[src/rtl/gpc_defines.vh]
// Purpose: constants shared by the gated pulse counter pair
// Assumes: 100 MHz system clock
// Notes: all timebases derive from the one clock as enable pulses
`ifndef GPC_DEFINES_VH
`define GPC_DEFINES_VH

// ----------------------------------------
// Clock and timebase rates (Hz)
// ----------------------------------------
`define CLK_HZ        100000000
`define TB_20M_HZ     20000000
`define TB_1M_HZ      1000000
`define DECADE        10
`define DIV_20M       (`CLK_HZ / `TB_20M_HZ)
`define DIV_1M        (`CLK_HZ / `TB_1M_HZ)

// ----------------------------------------
// Tick vector positions of timebase_gen
// ----------------------------------------
`define TICK_20M      0
`define TICK_1M       1
`define TICK_100K     2
`define TICK_10K      3
`define TICK_1K       4
`define TICK_100HZ    5
`define TICK_N        6

// ----------------------------------------
// Measurement source select codes
// ----------------------------------------
`define SRC_INTERNAL  2'h0
`define SRC_EXTERNAL  2'h1
`define SRC_TRAIN     2'h2
`define SRC_FREQ      2'h3

// ----------------------------------------
// Gate counter trigger source codes
// ----------------------------------------
`define GTRIG_EXT     1'h0
`define GTRIG_COUNTER 1'h1

`endif

[src/rtl/gated_pulse_counter.v]
// Purpose: finite pulse train generator pair and pulse-width meter
// Assumes: all pins synchronous to clk; timebases are enables
// Notes: CNT_W is 16 or 24; overflow flag can set only at 16
//
// Contract
// - Train counter runs a finite train only while the gate pulse is high; a continuous train runs ungated.
// - Gate counter makes one delayed pulse lasting exactly the requested pulses.
// - One finite train holds at most 2^CNT_W minus one pulses.
// - Gate counter triggers once or retriggers on every further gate edge; edges arriving during the delay or the pulse are ignored.
// - Gate counter trigger comes from an external pin or another counter.
// - Start to first counted timebase edge may vary by one timebase period.
// - Train and gate counters stop, restart or reconfigure together, the meter alone, without global reset.
// - A train request with count minus one halts the running train.
// - Meter counts source edges while the measured pulse is active.
// - Final count equals timebase periods inside the measured pulse.
// - Sixteen-bit variant offers 1 MHz to 100 Hz internal timebases.
// - Twenty-four-bit variant offers 20 MHz or 100 kHz timebases.
// - Interval runs rising to falling or falling to rising, selectable.
// - Sixteen-bit variant flags terminal count as overflow, result invalid.
// - Sixteen-bit variant count register holds at most 65,535.
// - Continuous train operation never raises an overflow indication.
// - Meter output always shows current count and completion flag.
// - Meter source is internal timebase, external, train output or frequency.
`timescale 1ns/1ns
`include "gpc_defines.vh"

module gated_pulse_counter #(
	parameter CNT_W = 16
) (
	input  wire              clk,
	input  wire              rst_b,
	input  wire [2:0]        train_tb_sel,
	input  wire [CNT_W-1:0]  train_phase1,
	input  wire [CNT_W-1:0]  train_phase2,
	input  wire [CNT_W:0]    train_count,
	input  wire              train_start,
	input  wire              train_stop,
	input  wire [CNT_W-1:0]  gate_delay,
	input  wire              gate_wait_edge,
	input  wire              gate_retrigger,
	input  wire              gate_trig_sel,
	input  wire              ext_gate,
	input  wire              other_counter_out,
	input  wire [2:0]        meas_tb_sel,
	input  wire [1:0]        meas_src_sel,
	input  wire              meas_falling,
	input  wire              meas_arm,
	input  wire              meas_stop,
	input  wire              meas_gate,
	input  wire              ext_source,
	input  wire              divided_freq_output,
	output reg               train_out,
	output reg               train_busy,
	output reg               gate_pulse,
	output reg  [CNT_W-1:0]  meas_count,
	output reg               meas_done,
	output reg               meas_overflow,
	output reg               meas_valid
);

// ----------------------------------------
// Local constants
// ----------------------------------------
localparam             OVF_EN   = (CNT_W == 16);
localparam             PROD_W   = 2 * CNT_W + 1;
localparam [CNT_W:0]   HALT_CNT = {(CNT_W+1){1'b1}};
localparam [CNT_W-1:0] CNT_ONE  = {{(CNT_W-1){1'b0}}, 1'b1};
localparam [CNT_W-1:0] CNT_TOP  = {CNT_W{1'b1}};
localparam [PROD_W-1:0] PROD_ONE = {{(PROD_W-1){1'b0}}, 1'b1};

localparam [1:0] G_IDLE  = 2'h0;
localparam [1:0] G_WAIT  = 2'h1;
localparam [1:0] G_DELAY = 2'h2;
localparam [1:0] G_PULSE = 2'h3;

localparam [1:0] M_IDLE  = 2'h0;
localparam [1:0] M_ARMED = 2'h1;
localparam [1:0] M_COUNT = 2'h2;
localparam [1:0] M_DONE  = 2'h3;

// ----------------------------------------
// Functions
// ----------------------------------------
// Picks the selected timebase tick for this variant
function select_tick;
	input [2:0]         sel;
	input [`TICK_N-1:0] t;
	begin
		if (CNT_W == 16) begin
			case (sel)
				3'h0:    select_tick = t[`TICK_1M];
				3'h1:    select_tick = t[`TICK_100K];
				3'h2:    select_tick = t[`TICK_10K];
				3'h3:    select_tick = t[`TICK_1K];
				default: select_tick = t[`TICK_100HZ];
			endcase
		end else begin
			select_tick = (sel == 3'h0) ? t[`TICK_20M] : t[`TICK_100K];
		end
	end
endfunction

// Phase lengths of zero act as one tick
function [CNT_W-1:0] at_least_one;
	input [CNT_W-1:0] v;
	begin
		at_least_one = (v == {CNT_W{1'b0}}) ? CNT_ONE : v;
	end
endfunction

// ----------------------------------------
// Timebases and edges
// ----------------------------------------
wire [`TICK_N-1:0] tick;
wire [3:0]         pin_rise;

timebase_gen u_timebase (
	.clk   (clk),
	.rst_b (rst_b),
	.tick  (tick)
);

edge_detect #(
	.W (4)
) u_edges (
	.clk   (clk),
	.rst_b (rst_b),
	.d     ({divided_freq_output, ext_source, other_counter_out, ext_gate}),
	.rise  (pin_rise),
	.fall  ()
);

wire train_tick = select_tick(train_tb_sel, tick);
wire meas_tick  = select_tick(meas_tb_sel, tick);

// ----------------------------------------
// Train request decode
// ----------------------------------------
// minus one means halt
wire train_halt  = train_start && (train_count == HALT_CNT);
wire train_go    = train_start && !train_halt;
wire stop_all    = train_stop || train_halt;
wire [CNT_W-1:0] ph1 = at_least_one(train_phase1);
wire [CNT_W-1:0] ph2 = at_least_one(train_phase2);
wire [CNT_W:0]   period = {1'b0, ph1} + {1'b0, ph2};
// count field holds at most all-ones in CNT_W bits
wire [CNT_W-1:0] pulses = train_count[CNT_W-1:0];
wire [PROD_W-1:0] next_width = pulses * period;

reg               finite;
reg               train_phase;
reg  [CNT_W-1:0]  train_cnt;
reg  [1:0]        gate_state;
reg  [PROD_W-1:0] gate_cnt;
reg  [PROD_W-1:0] gate_width;
reg  [CNT_W-1:0]  gate_len;

// finite trains gated by the gate pulse level
wire train_gate = finite ? gate_pulse : 1'b1;
wire [CNT_W-1:0] phase_last = train_phase ? ph2 - CNT_ONE : ph1 - CNT_ONE;

// ----------------------------------------
// Train counter
// ----------------------------------------
// no overflow logic exists for the train
always @(posedge clk or negedge rst_b) begin
	if (!rst_b) begin
		train_busy  <= 1'b0;
		train_out   <= 1'b0;
		train_phase <= 1'b0;
		train_cnt   <= {CNT_W{1'b0}};
		finite      <= 1'b0;
	end else if (stop_all) begin
		train_busy  <= 1'b0;
		train_out   <= 1'b0;
		train_phase <= 1'b0;
		train_cnt   <= {CNT_W{1'b0}};
	end else if (train_go) begin
		train_busy  <= 1'b1;
		train_out   <= 1'b0;
		train_phase <= 1'b0;
		train_cnt   <= {CNT_W{1'b0}};
		finite      <= (pulses != {CNT_W{1'b0}});
	end else if (!train_busy || !train_gate) begin
		// idle and rewound while gate low
		train_out   <= 1'b0;
		train_phase <= 1'b0;
		train_cnt   <= {CNT_W{1'b0}};
	end else if (train_tick) begin
		// first tick follows start by up to one period
		if (train_cnt == phase_last) begin
			train_cnt   <= {CNT_W{1'b0}};
			train_phase <= ~train_phase;
			train_out   <= ~train_phase;
		end else begin
			train_cnt   <= train_cnt + CNT_ONE;
		end
	end
end

// ----------------------------------------
// Gate counter (delayed single pulse)
// ----------------------------------------
// external pin or another counter triggers
wire gate_trig = (gate_trig_sel == `GTRIG_COUNTER) ? pin_rise[1] : pin_rise[0];
wire [CNT_W-1:0] delay_last = at_least_one(gate_len) - CNT_ONE;

always @(posedge clk or negedge rst_b) begin
	if (!rst_b) begin
		gate_state <= G_IDLE;
		gate_pulse <= 1'b0;
		gate_cnt   <= {PROD_W{1'b0}};
		gate_width <= {PROD_W{1'b0}};
		gate_len   <= {CNT_W{1'b0}};
	end else if (stop_all) begin
		gate_state <= G_IDLE;
		gate_pulse <= 1'b0;
		gate_cnt   <= {PROD_W{1'b0}};
	end else if (train_go) begin
		// width is pulses times the train period
		gate_width <= next_width;
		gate_len   <= gate_delay;
		gate_pulse <= 1'b0;
		gate_cnt   <= {PROD_W{1'b0}};
		if (pulses == {CNT_W{1'b0}}) begin
			gate_state <= G_IDLE;
		end else if (gate_wait_edge) begin
			gate_state <= G_WAIT;
		end else begin
			gate_state <= G_DELAY;
		end
	end else begin
		case (gate_state)
			G_WAIT: begin
				if (gate_trig) begin
					gate_state <= G_DELAY;
					gate_cnt   <= {PROD_W{1'b0}};
				end
			end
			G_DELAY: begin
				if (train_tick) begin
					if (gate_cnt[CNT_W-1:0] == delay_last) begin
						gate_state <= G_PULSE;
						gate_pulse <= 1'b1;
						gate_cnt   <= {PROD_W{1'b0}};
					end else begin
						gate_cnt   <= gate_cnt + PROD_ONE;
					end
				end
			end
			G_PULSE: begin
				if (train_tick) begin
					if (gate_cnt == gate_width - PROD_ONE) begin
						gate_pulse <= 1'b0;
						gate_cnt   <= {PROD_W{1'b0}};
						// retrigger waits for the next edge
						gate_state <= gate_retrigger ? G_WAIT : G_IDLE;
					end else begin
						gate_cnt   <= gate_cnt + PROD_ONE;
					end
				end
			end
			default: begin
				gate_state <= G_IDLE;
				gate_pulse <= 1'b0;
			end
		endcase
	end
end

// ----------------------------------------
// Pulse-width meter
// ----------------------------------------
reg  [1:0] meas_state;
reg        train_out_last;

reg src_edge;
always @* begin
	case (meas_src_sel)
		`SRC_INTERNAL: src_edge = meas_tick;
		`SRC_EXTERNAL: src_edge = pin_rise[2];
		`SRC_TRAIN:    src_edge = train_out && !train_out_last;
		default:       src_edge = pin_rise[3];
	endcase
end

wire meas_rise;
wire meas_fall;
wire open_edge  = meas_falling ? meas_fall : meas_rise;
wire close_edge = meas_falling ? meas_rise : meas_fall;
wire meas_level = meas_falling ? !meas_gate : meas_gate;
reg  meas_gate_last;
assign meas_rise = meas_gate && !meas_gate_last;
assign meas_fall = !meas_gate && meas_gate_last;

always @(posedge clk or negedge rst_b) begin
	if (!rst_b) begin
		meas_gate_last <= 1'b0;
		train_out_last <= 1'b0;
	end else begin
		meas_gate_last <= meas_gate;
		train_out_last <= train_out;
	end
end

always @(posedge clk or negedge rst_b) begin
	if (!rst_b) begin
		meas_state    <= M_IDLE;
		meas_count    <= {CNT_W{1'b0}};
		meas_done     <= 1'b0;
		meas_overflow <= 1'b0;
		meas_valid    <= 1'b0;
	end else if (meas_arm) begin
		meas_state    <= M_ARMED;
		meas_count    <= {CNT_W{1'b0}};
		meas_done     <= 1'b0;
		meas_overflow <= 1'b0;
		meas_valid    <= 1'b0;
	end else if (meas_stop) begin
		meas_state    <= M_IDLE;
	end else begin
		case (meas_state)
			M_ARMED: begin
				if (open_edge) begin
					meas_state <= M_COUNT;
				end
			end
			M_COUNT: begin
				if (close_edge || !meas_level) begin
					meas_state <= M_DONE;
					meas_done  <= 1'b1;
					meas_valid <= !meas_overflow;
				end else if (src_edge) begin
					if (meas_count == CNT_TOP) begin
						if (OVF_EN) begin
							meas_overflow <= 1'b1;
						end
						meas_count <= {CNT_W{1'b0}};
					end else begin
						meas_count <= meas_count + CNT_ONE;
					end
				end
			end
			M_DONE: begin
				meas_state <= M_DONE;
			end
			default: begin
				meas_state <= M_IDLE;
			end
		endcase
	end
end

endmodule // gated_pulse_counter

[src/rtl/timebase_gen.v]
// Purpose: divides the clock into one-cycle timebase enable pulses
// Assumes: 100 MHz clock
// Notes: decades chained after the divide-by-100 1 MHz stage, so no later count exceeds ten
`timescale 1ns/1ns
`include "gpc_defines.vh"

module timebase_gen #(
	parameter DIV_FAST = `DIV_20M,
	parameter DIV_SLOW = `DIV_1M
) (
	input  wire                 clk,
	input  wire                 rst_b,
	output reg  [`TICK_N-1:0]   tick
);

localparam integer FAST_END  = DIV_FAST - 1;
localparam integer SLOW_END  = DIV_SLOW - 1;
localparam integer DEC_END   = `DECADE - 1;
localparam [2:0]   FAST_LAST = FAST_END[2:0];
localparam [6:0]   SLOW_LAST = SLOW_END[6:0];
localparam [3:0]   DEC_LAST  = DEC_END[3:0];

reg  [2:0] fast_cnt;
reg  [6:0] slow_cnt;
reg  [3:0] dec_cnt [0:3];
reg  [4:0] carry;
integer    i;
integer    j;

// ----------------------------------------
// Decade carry chain
// ----------------------------------------
always @* begin
	carry[0] = (slow_cnt == SLOW_LAST);
	for (j = 0; j < 4; j = j + 1) begin
		carry[j+1] = carry[j] && (dec_cnt[j] == DEC_LAST);
	end
end

always @(posedge clk or negedge rst_b) begin
	if (!rst_b) begin
		fast_cnt <= 3'h0;
		slow_cnt <= 7'h00;
		tick     <= {`TICK_N{1'b0}};
		for (i = 0; i < 4; i = i + 1) begin
			dec_cnt[i] <= 4'h0;
		end
	end else begin
		fast_cnt <= (fast_cnt == FAST_LAST) ? 3'h0 : fast_cnt + 3'h1;
		slow_cnt <= carry[0] ? 7'h00 : slow_cnt + 7'h01;
		tick[`TICK_20M] <= (fast_cnt == FAST_LAST);
		tick[`TICK_1M]  <= carry[0];
		for (i = 0; i < 4; i = i + 1) begin
			if (carry[i]) begin
				dec_cnt[i] <= carry[i+1] ? 4'h0 : dec_cnt[i] + 4'h1;
			end
			tick[`TICK_100K+i] <= carry[i+1];
		end
	end
end

endmodule // timebase_gen

[src/rtl/edge_detect.v]
// Purpose: rising and falling edge detection on a group of inputs
// Assumes: inputs already synchronous to clk
// Notes: edges show in the cycle the input changes
`timescale 1ns/1ns

module edge_detect #(
	parameter W = 4
) (
	input  wire          clk,
	input  wire          rst_b,
	input  wire [W-1:0]  d,
	output wire [W-1:0]  rise,
	output wire [W-1:0]  fall
);

reg [W-1:0] last;

always @(posedge clk or negedge rst_b) begin
	if (!rst_b) begin
		last <= {W{1'b0}};
	end else begin
		last <= d;
	end
end

assign rise = d & ~last;
assign fall = ~d & last;

endmodule // edge_detect

[config.mk]
export PLATFORM = sky130hd
export DESIGN_NAME = gated_pulse_counter
export DESIGN_NICKNAME = d
export VERILOG_FILES = /design/src/rtl/gated_pulse_counter.v /design/src/rtl/timebase_gen.v /design/src/rtl/edge_detect.v
export VERILOG_INCLUDE_DIRS = /design/src /design/src/rtl
export SDC_FILE = /design/constraint.sdc
export NUM_CORES = 1
export LEC_CHECK = 0
export BUFFER_PORTS_ARGS = -buffer_cell sky130_fd_sc_hd__buf_2
export CAP_MARGIN = 20
export CORE_MARGIN = 5
export CORE_UTILIZATION = 55
export DETAILED_ROUTE_END_ITERATION = 16
export GPL_TIMING_DRIVEN = 0
export MAX_ROUTING_LAYER = met4
export PLACE_DENSITY_LB_ADDON = 0.15
export SLEW_MARGIN = 25
export SYNTH_ARGS = -nofsm -noshare
export SYNTH_HDL_FRONTEND = slang
export SYNTH_SLANG_ARGS = --single-unit
export TNS_END_PERCENT = 5
[constraint.sdc]
create_clock -name clk -period 5.2 [get_ports clk]
set_clock_uncertainty 0.15 [all_clocks]
set_input_delay 0.52 -clock clk [delete_from_list [all_inputs] [get_ports clk]]
set_output_delay 0.52 -clock clk [all_outputs]
set_load 0.1 [all_outputs]
==> reports/results.ini, run 1 <==
[sta]
timing.fmax_ghz=0.118
max_slew.worst_pin.slew_ps=1070
maxSlewHeadroom_pct=28.3
period_share_pct=163
setup_viol=27
grt_setup_unrepaired=yes
finalCriticalPeriod_ps=8460
layout_setup_ws_ps=-3260
slew_viol_final=0
hold_violations=0

[synthesis]
synth_top_family_by_area=adder cells
synthCells=2523
ys_seq_elements=159
synth_fp_nets=2959
synth_edf_count=0
netlist_area_sq_um=21000
synth_xor_area_share_pct=5.51
ys_seq_area_share_pct=19.0
ys_warn_count=0
yosys.area_share.simple_pct=22.9
synth_flop_cell=dfrtp_1
synth_compound_area_share_pct=13.5
syn_avg_cell_area_sq_um=8.32
synth_mux_area_share_pct=2.18
synthAdderAreaFrac_pct=28.2
synthArstFlopShare_pct=100
synth_cell_types=83

[routing]
drcViolationCount=0
wl_met2_microns=27500
drt_iter0_markers=1437
viasPerCell=5.88
dr.pass1.iters=6
met3_length_microns=4010
met1_length_microns=26300
top_layer=met4
wl_per_cell_microns=18.8
drt_wl_total_microns=60300
vias=18800
ant_nets=0

[cts]
cts_buffer_depth=2
clkTransAtPathRegs_ps=70
numCtsBuffers=17
h-tree-depth=4
cts_tree=built
root_buffer=clkbuf_16
cts.sinks=159
clock_latency_ps=440

[critical_path]
critPathKind=input port to flip-flop
worst_ep_arrival_time_ps=8610
cp_max_fo=6
r2r_start=gate_len[4]
rr_endpoint=gate_cnt[11]
max_stage_delay_ps=530
cp_common_cell=fa_1
reg2reg_slack_ps=460
cpMaxStageDelayCell=fa_1
cp_num_buf_inv=8
reg2regPathDepth=15
cpLargestDelayFamily=adder cells
cp.required_ps=5350
crit_path_start_kind=input port
worst_setup_path_end_kind=flip-flop

[finish]
fillers=3335
post-route-util_pct=63.0
final_cells=3206
num-nets-final=3118
synthToLayoutAreaGrowth_pct=13.2
antennaDiodeCount=0
drive_above_1_share_pct=11.9

[placement]
portBuffers=108
dp_hpwl_microns=47900
dp.cells=3144
gp_congestion=0.948

[floorplan]
core_sq_um=37700
rows=71
initial_core_util_pct=55.7
io_pins=110
die_y_microns=205
fp.dieArea_sq_um=42200
fp.dieW_microns=205

[run_status]
status=complete, but fails checks
failed_checks=negative setup slack

[global_route]
grt_max_degree=60
antenna_found_initial=0
grt_pass1_wl_microns=97500
grtUsageTotal_pct=29.7
grt_pass1_vias=18900
overflow=0

[worst_hold_path]
hold_path_depth=1
hold_path.class=input port to flip-flop
hp-start=ext_gate
hold_end=u_edges.last[0]

[run]
max-cap-violations=0

-- worst max path at each step --
stage / start / to / cells after the start
after floorplan: train_phase1[8] / gate_width[31] / 35
after global placement: train_phase2[13] / gate_width[25] / 34
after detailed placement: train_phase1[13] / gate_width[29] / 34
after CTS: train_phase1[8] / gate_width[31] / 37
after global routing: train_phase2[13] / gate_width[32] / 37
final: train_phase2[8] / gate_width[25] / 37
-- cell type report --
| class | count | area [sq um] | share of cell area [%] |
|---|---|---|---|
| multi-input combinational | 1888 | 15800 | 66.5 |
| clock buffer | 18 | 439 | 1.85 |
| sequential | 159 | 3980 | 16.8 |
| timing repair buffer | 141 | 861 | 3.63 |
| inverter | 315 | 1180 | 4.98 |
| clock inverter | 14 | 109 | 0.458 |
| tap | 511 | 639 | 2.69 |
| buffer | 160 | 749 | 3.16 |
-- state kept, by name, summed over array words and instances, names as in the netlist, 4 cells and up --
signal / flops
u_timebase.tick: 5
gate_cnt: 33
u_edges.last: 4
u_timebase.slow_cnt: 7
gate_len: 16
train_cnt: 16
u_timebase.dec_cnt: 16
gate_width: 33
meas_count: 16
-- Yosys cell counts, types with 10 or more instances --
master    instances  share of area, %
nand2_1         342               6.1
inv_1           313               5.6
fa_1            209                20
dfrtp_1         159                19
clkbuf_1        143               2.6
ha_1            139               8.3
nor2_1          115               2.1
and2_1          111               3.3
o21ai_0          97               2.3
xnor2_1          81               3.4
nor3_1           66               1.6
nand3_1          54               1.3
a21oi_1          53               1.3
xor2_1           51               2.1
a31oi_1          41               1.2
nor2b_1          35               1.0
mux2i_1          31               1.5
o21ai_1          30              0.72
and3_1           28              0.83
nor4_1           28              0.83
nand4_1          27              0.81
nand2b_1         24              0.72
a21o_1           21              0.75
or3_1            21              0.63
nand4b_1         19              0.79
nor3b_1          17              0.61
o211ai_1         17              0.61
a32o_1           15              0.72
o22ai_1          15              0.45
o311ai_0         12              0.50
or2_2            12              0.36
or4_1            12              0.43
a311oi_1         11              0.46
buf_2            11              0.26
o21a_1           11              0.39
o31ai_1          11              0.39
a211oi_1         10              0.36
-- per-stage QoR --
stage	setup WS, ps	hold WS, ps	cell area [sq um]	setup TNS, ps
2_1_floorplan	-3150	74.4	21100	-67940
3_3_place_gp	-4670	312	22300	-106330
3_5_place_dp	-4700	295	22400	-107520
4_1_cts	-3260	37.5	23500	-73150
5_1_grt	-3530	45.8	23700	-77810
6_report	-3260	56.4	23700	-70300
-- layer usage --
metal | global-route usage [%] | up-vias
li1 | - | 8796
met1 | 39.4 | 9313
met2 | 45.9 | 614
met3 | 5.12 | 123
met4 | 11.3 | 0
met5 | - | -
-- layout by cell type (no fill, tap or decap), types with 36 or more instances in the layout --
cell | synthesis | layout
nand2_1 | 342 | 340
inv_1 | 313 | 310
fa_1 | 209 | 202
dfrtp_1 | 159 | 159
clkbuf_1 | 143 | 128
ha_1 | 139 | 127
buf_2 | 11 | 118
nor2_1 | 115 | 113
and2_1 | 111 | 111
o21ai_0 | 97 | 86
xnor2_1 | 81 | 74
nor3_1 | 66 | 63
nand3_1 | 54 | 54
xor2_1 | 51 | 49
a21oi_1 | 53 | 47
a31oi_1 | 41 | 38
o21ai_1 | 30 | 36
-- kinds of logic (layout without fill, tap and decap cells) --
group                      after synthesis  after routing
buffers and inverters                  476            648
and+or+nand+nor                        942            942
AOI/OAI and AO/OA                      424            424
adders and majority gates              348            348
muxes                                   42             42
DFF                                    159            159
xor gates and xnor gates               132            132
-- what timing repair did --
action | CTS | global route
buffers inserted | 25 | 5
setup endpoints to repair | 27 | 55
hold buffers | 1 | 0
hold endpoints to repair | 44 | 0
pin swaps | 40 | 32
resized for setup | 65 | 54
Power of run 1 is not shown: default switching activity piles up to over one toggle a cycle in this logic, so the estimate is an artifact.
==> run 2: changes to the inputs <==
--- a/config.mk
+++ b/config.mk
@@ -14,6 +14,7 @@
 export GPL_TIMING_DRIVEN = 0
 export MAX_ROUTING_LAYER = met4
 export PLACE_DENSITY_LB_ADDON = 0.15
+export SKIP_CTS_REPAIR_TIMING = 1
 export SLEW_MARGIN = 25
 export SYNTH_ARGS = -nofsm -noshare
 export SYNTH_HDL_FRONTEND = slang
==> run 2 against run 1 <==
Net effect:
- the flow still finishes with violations (negative setup slack)
- wire length fell by 0.19%
- via count rose by 0.31%
- worst hold slack improved by 0.65 ps
- maximum frequency fell by 2.0%
- first-iteration DRC count fell by 3.2%
- clock-buffer cell count did not move
- critical path depth did not move
==> reports/results.ini, run 2 (same netlist as run 1, synthesis figures left out) <==
[run_status]
status=complete, but fails checks
failed_checks=negative setup slack

[sta]
finalCriticalPeriod_ps=8640  ; +174 ps
whs_ps=57.1  ; +0.654 ps
timing.fmax_ghz=0.116  ; -2.0%
maxSlewHeadroom_pct=28.8  ; +0.53 points
setup_viol=27  ; unchanged
slew_viol_final=0  ; unchanged
max_slew.worst_pin.slew_ps=1060  ; -7.89 ps
layout_setup_ws_ps=-3440  ; -174 ps
grt_setup_unrepaired=yes
period_share_pct=166  ; +3.3 points
hold_violations=0  ; unchanged

[finish]
synthToLayoutAreaGrowth_pct=13.2  ; about the same
num-nets-final=3119  ; +0.032%
final_common_cell=nand2_1
drive_above_1_share_pct=12.2  ; +0.29 points
final_cell_mix=340 x nand2_1, 309 x inv_1, 201 x fa_1, 159 x dfrtp_1
reg_top3=gate_cnt x33, gate_width x33
fillers=3325  ; -0.30%
finish.instance_area_sq_um=23800  ; about the same
antennaDiodeCount=0  ; unchanged

[worst_hold_path]
hold_end=u_edges.last[0]
hold_path_depth=1  ; unchanged
hold_path.class=input port to flip-flop
hp-start=ext_gate

[placement]
portBuffers=108  ; unchanged
placed_area_sq_um=22400  ; unchanged
dp_worst_setup_slack_ps=-4700  ; unchanged
dp_hpwl_microns=47900  ; unchanged
gp_congestion=0.948  ; unchanged

[floorplan]
io_pins=110  ; unchanged
rows=71  ; unchanged
core_sq_um=37700  ; unchanged
fp.dieArea_sq_um=42200  ; unchanged
die_y_microns=205  ; unchanged
initial_core_util_pct=55.7  ; unchanged
fp.dieW_microns=205  ; unchanged

[routing]
viasPerCell=5.89  ; +0.28%
wl_per_cell_microns=18.8  ; -0.22%
vias=18900  ; +0.31%
drt_wl_total_microns=60200  ; -0.19%
drt_iter0_markers=1391  ; -3.2%
ant_nets=0  ; unchanged
drcViolationCount=0  ; unchanged
dr.pass1.iters=7  ; +1

[critical_path]
reg2reg_slack_ps=480  ; +20 ps
worst_setup_path_end_kind=flip-flop
critPathKind=input port to flip-flop
crit_path_start_kind=input port
cp_max_fo=7  ; +1
max_stage_delay_ps=550  ; +20 ps
cp_common_cell=fa_1
cp.required_ps=5370  ; +20 ps
reg2regPathDepth=15  ; unchanged
worst_ep_arrival_time_ps=8810  ; +200 ps
cpMaxStageDelayCell=fa_2
r2r_start=gate_len[4]
rr_endpoint=gate_cnt[30]

[cts]
clock_latency_ps=450  ; about the same
numCtsBuffers=17  ; unchanged
clkTransAtPathRegs_ps=70  ; about the same
root_buffer=clkbuf_16
cts_tree=built
h-tree-depth=4  ; unchanged
cts.sinks=159  ; unchanged
cts_buffer_depth=2  ; unchanged

[global_route]
grt_pass1_wl_microns=96200  ; -1.3%
antenna_found_initial=1  ; +1
grt_pass1_vias=18700  ; -0.98%
overflow=0  ; unchanged
grtUsageTotal_pct=29.3  ; -0.42 points
grt_max_degree=60  ; unchanged

[run]
max-cap-violations=0  ; unchanged

[run 2: critical path: cells and delay by family]
kind	cells	cell delay, ps
buffers and inverters	7	570
muxes	1	210
and+or+nand+nor	5	790
adders and majority gates	9	3740
AOI/OAI and AO/OA	15	2970
[run 2: metrics by stage]
| stage | TNS (ps) | instances | util, % |
|---|---|---|---|
| floorplan | -67940 | 2523 | - |
| global placement | -106330 | 3142 | 59.2 |
| detailed placement | -107520 | 3144 | 59.4 |
| CTS | -95190 | 3176 | 60.9 |
| global route | -77460 | 3207 | 63.1 |
| finish | -71080 | 3207 | 63.1 |
[run 2: worst max-delay path by stage]
stage / cells past startpoint / end / startpoint
detailed placement: 34 / gate_width[29] / train_phase1[13]
finish: 37 / gate_width[32] / train_phase2[8]
CTS: 34 / gate_width[25] / train_phase2[13]
global placement: 34 / gate_width[25] / train_phase2[13]
floorplan: 35 / gate_width[31] / train_phase1[8]
global route: 37 / gate_width[32] / train_phase1[8]
[run 2: cell type report]
type | instances | area, sq um | share of cell area, %
buffer | 160 | 736 | 3.10
clock buffer | 18 | 439 | 1.85
clock inverter | 14 | 109 | 0.458
inverter | 315 | 1180 | 4.98
multi-input combinational | 1888 | 15800 | 66.5
sequential | 159 | 3980 | 16.7
tap | 511 | 639 | 2.69
timing repair buffer | 142 | 876 | 3.69
[run 2: metal layers]
metal / up-vias / global-route usage, % / wire [microns]
met2: 652 / 45.2 / 27700
li1: 8792 / - / -
met3: 131 / 4.92 / 4050
met5: - / - / 0
met4: 0 / 11.2 / 2400
met1: 9329 / 39.0 / 26000
Power of run 2 is left out for the same reason.
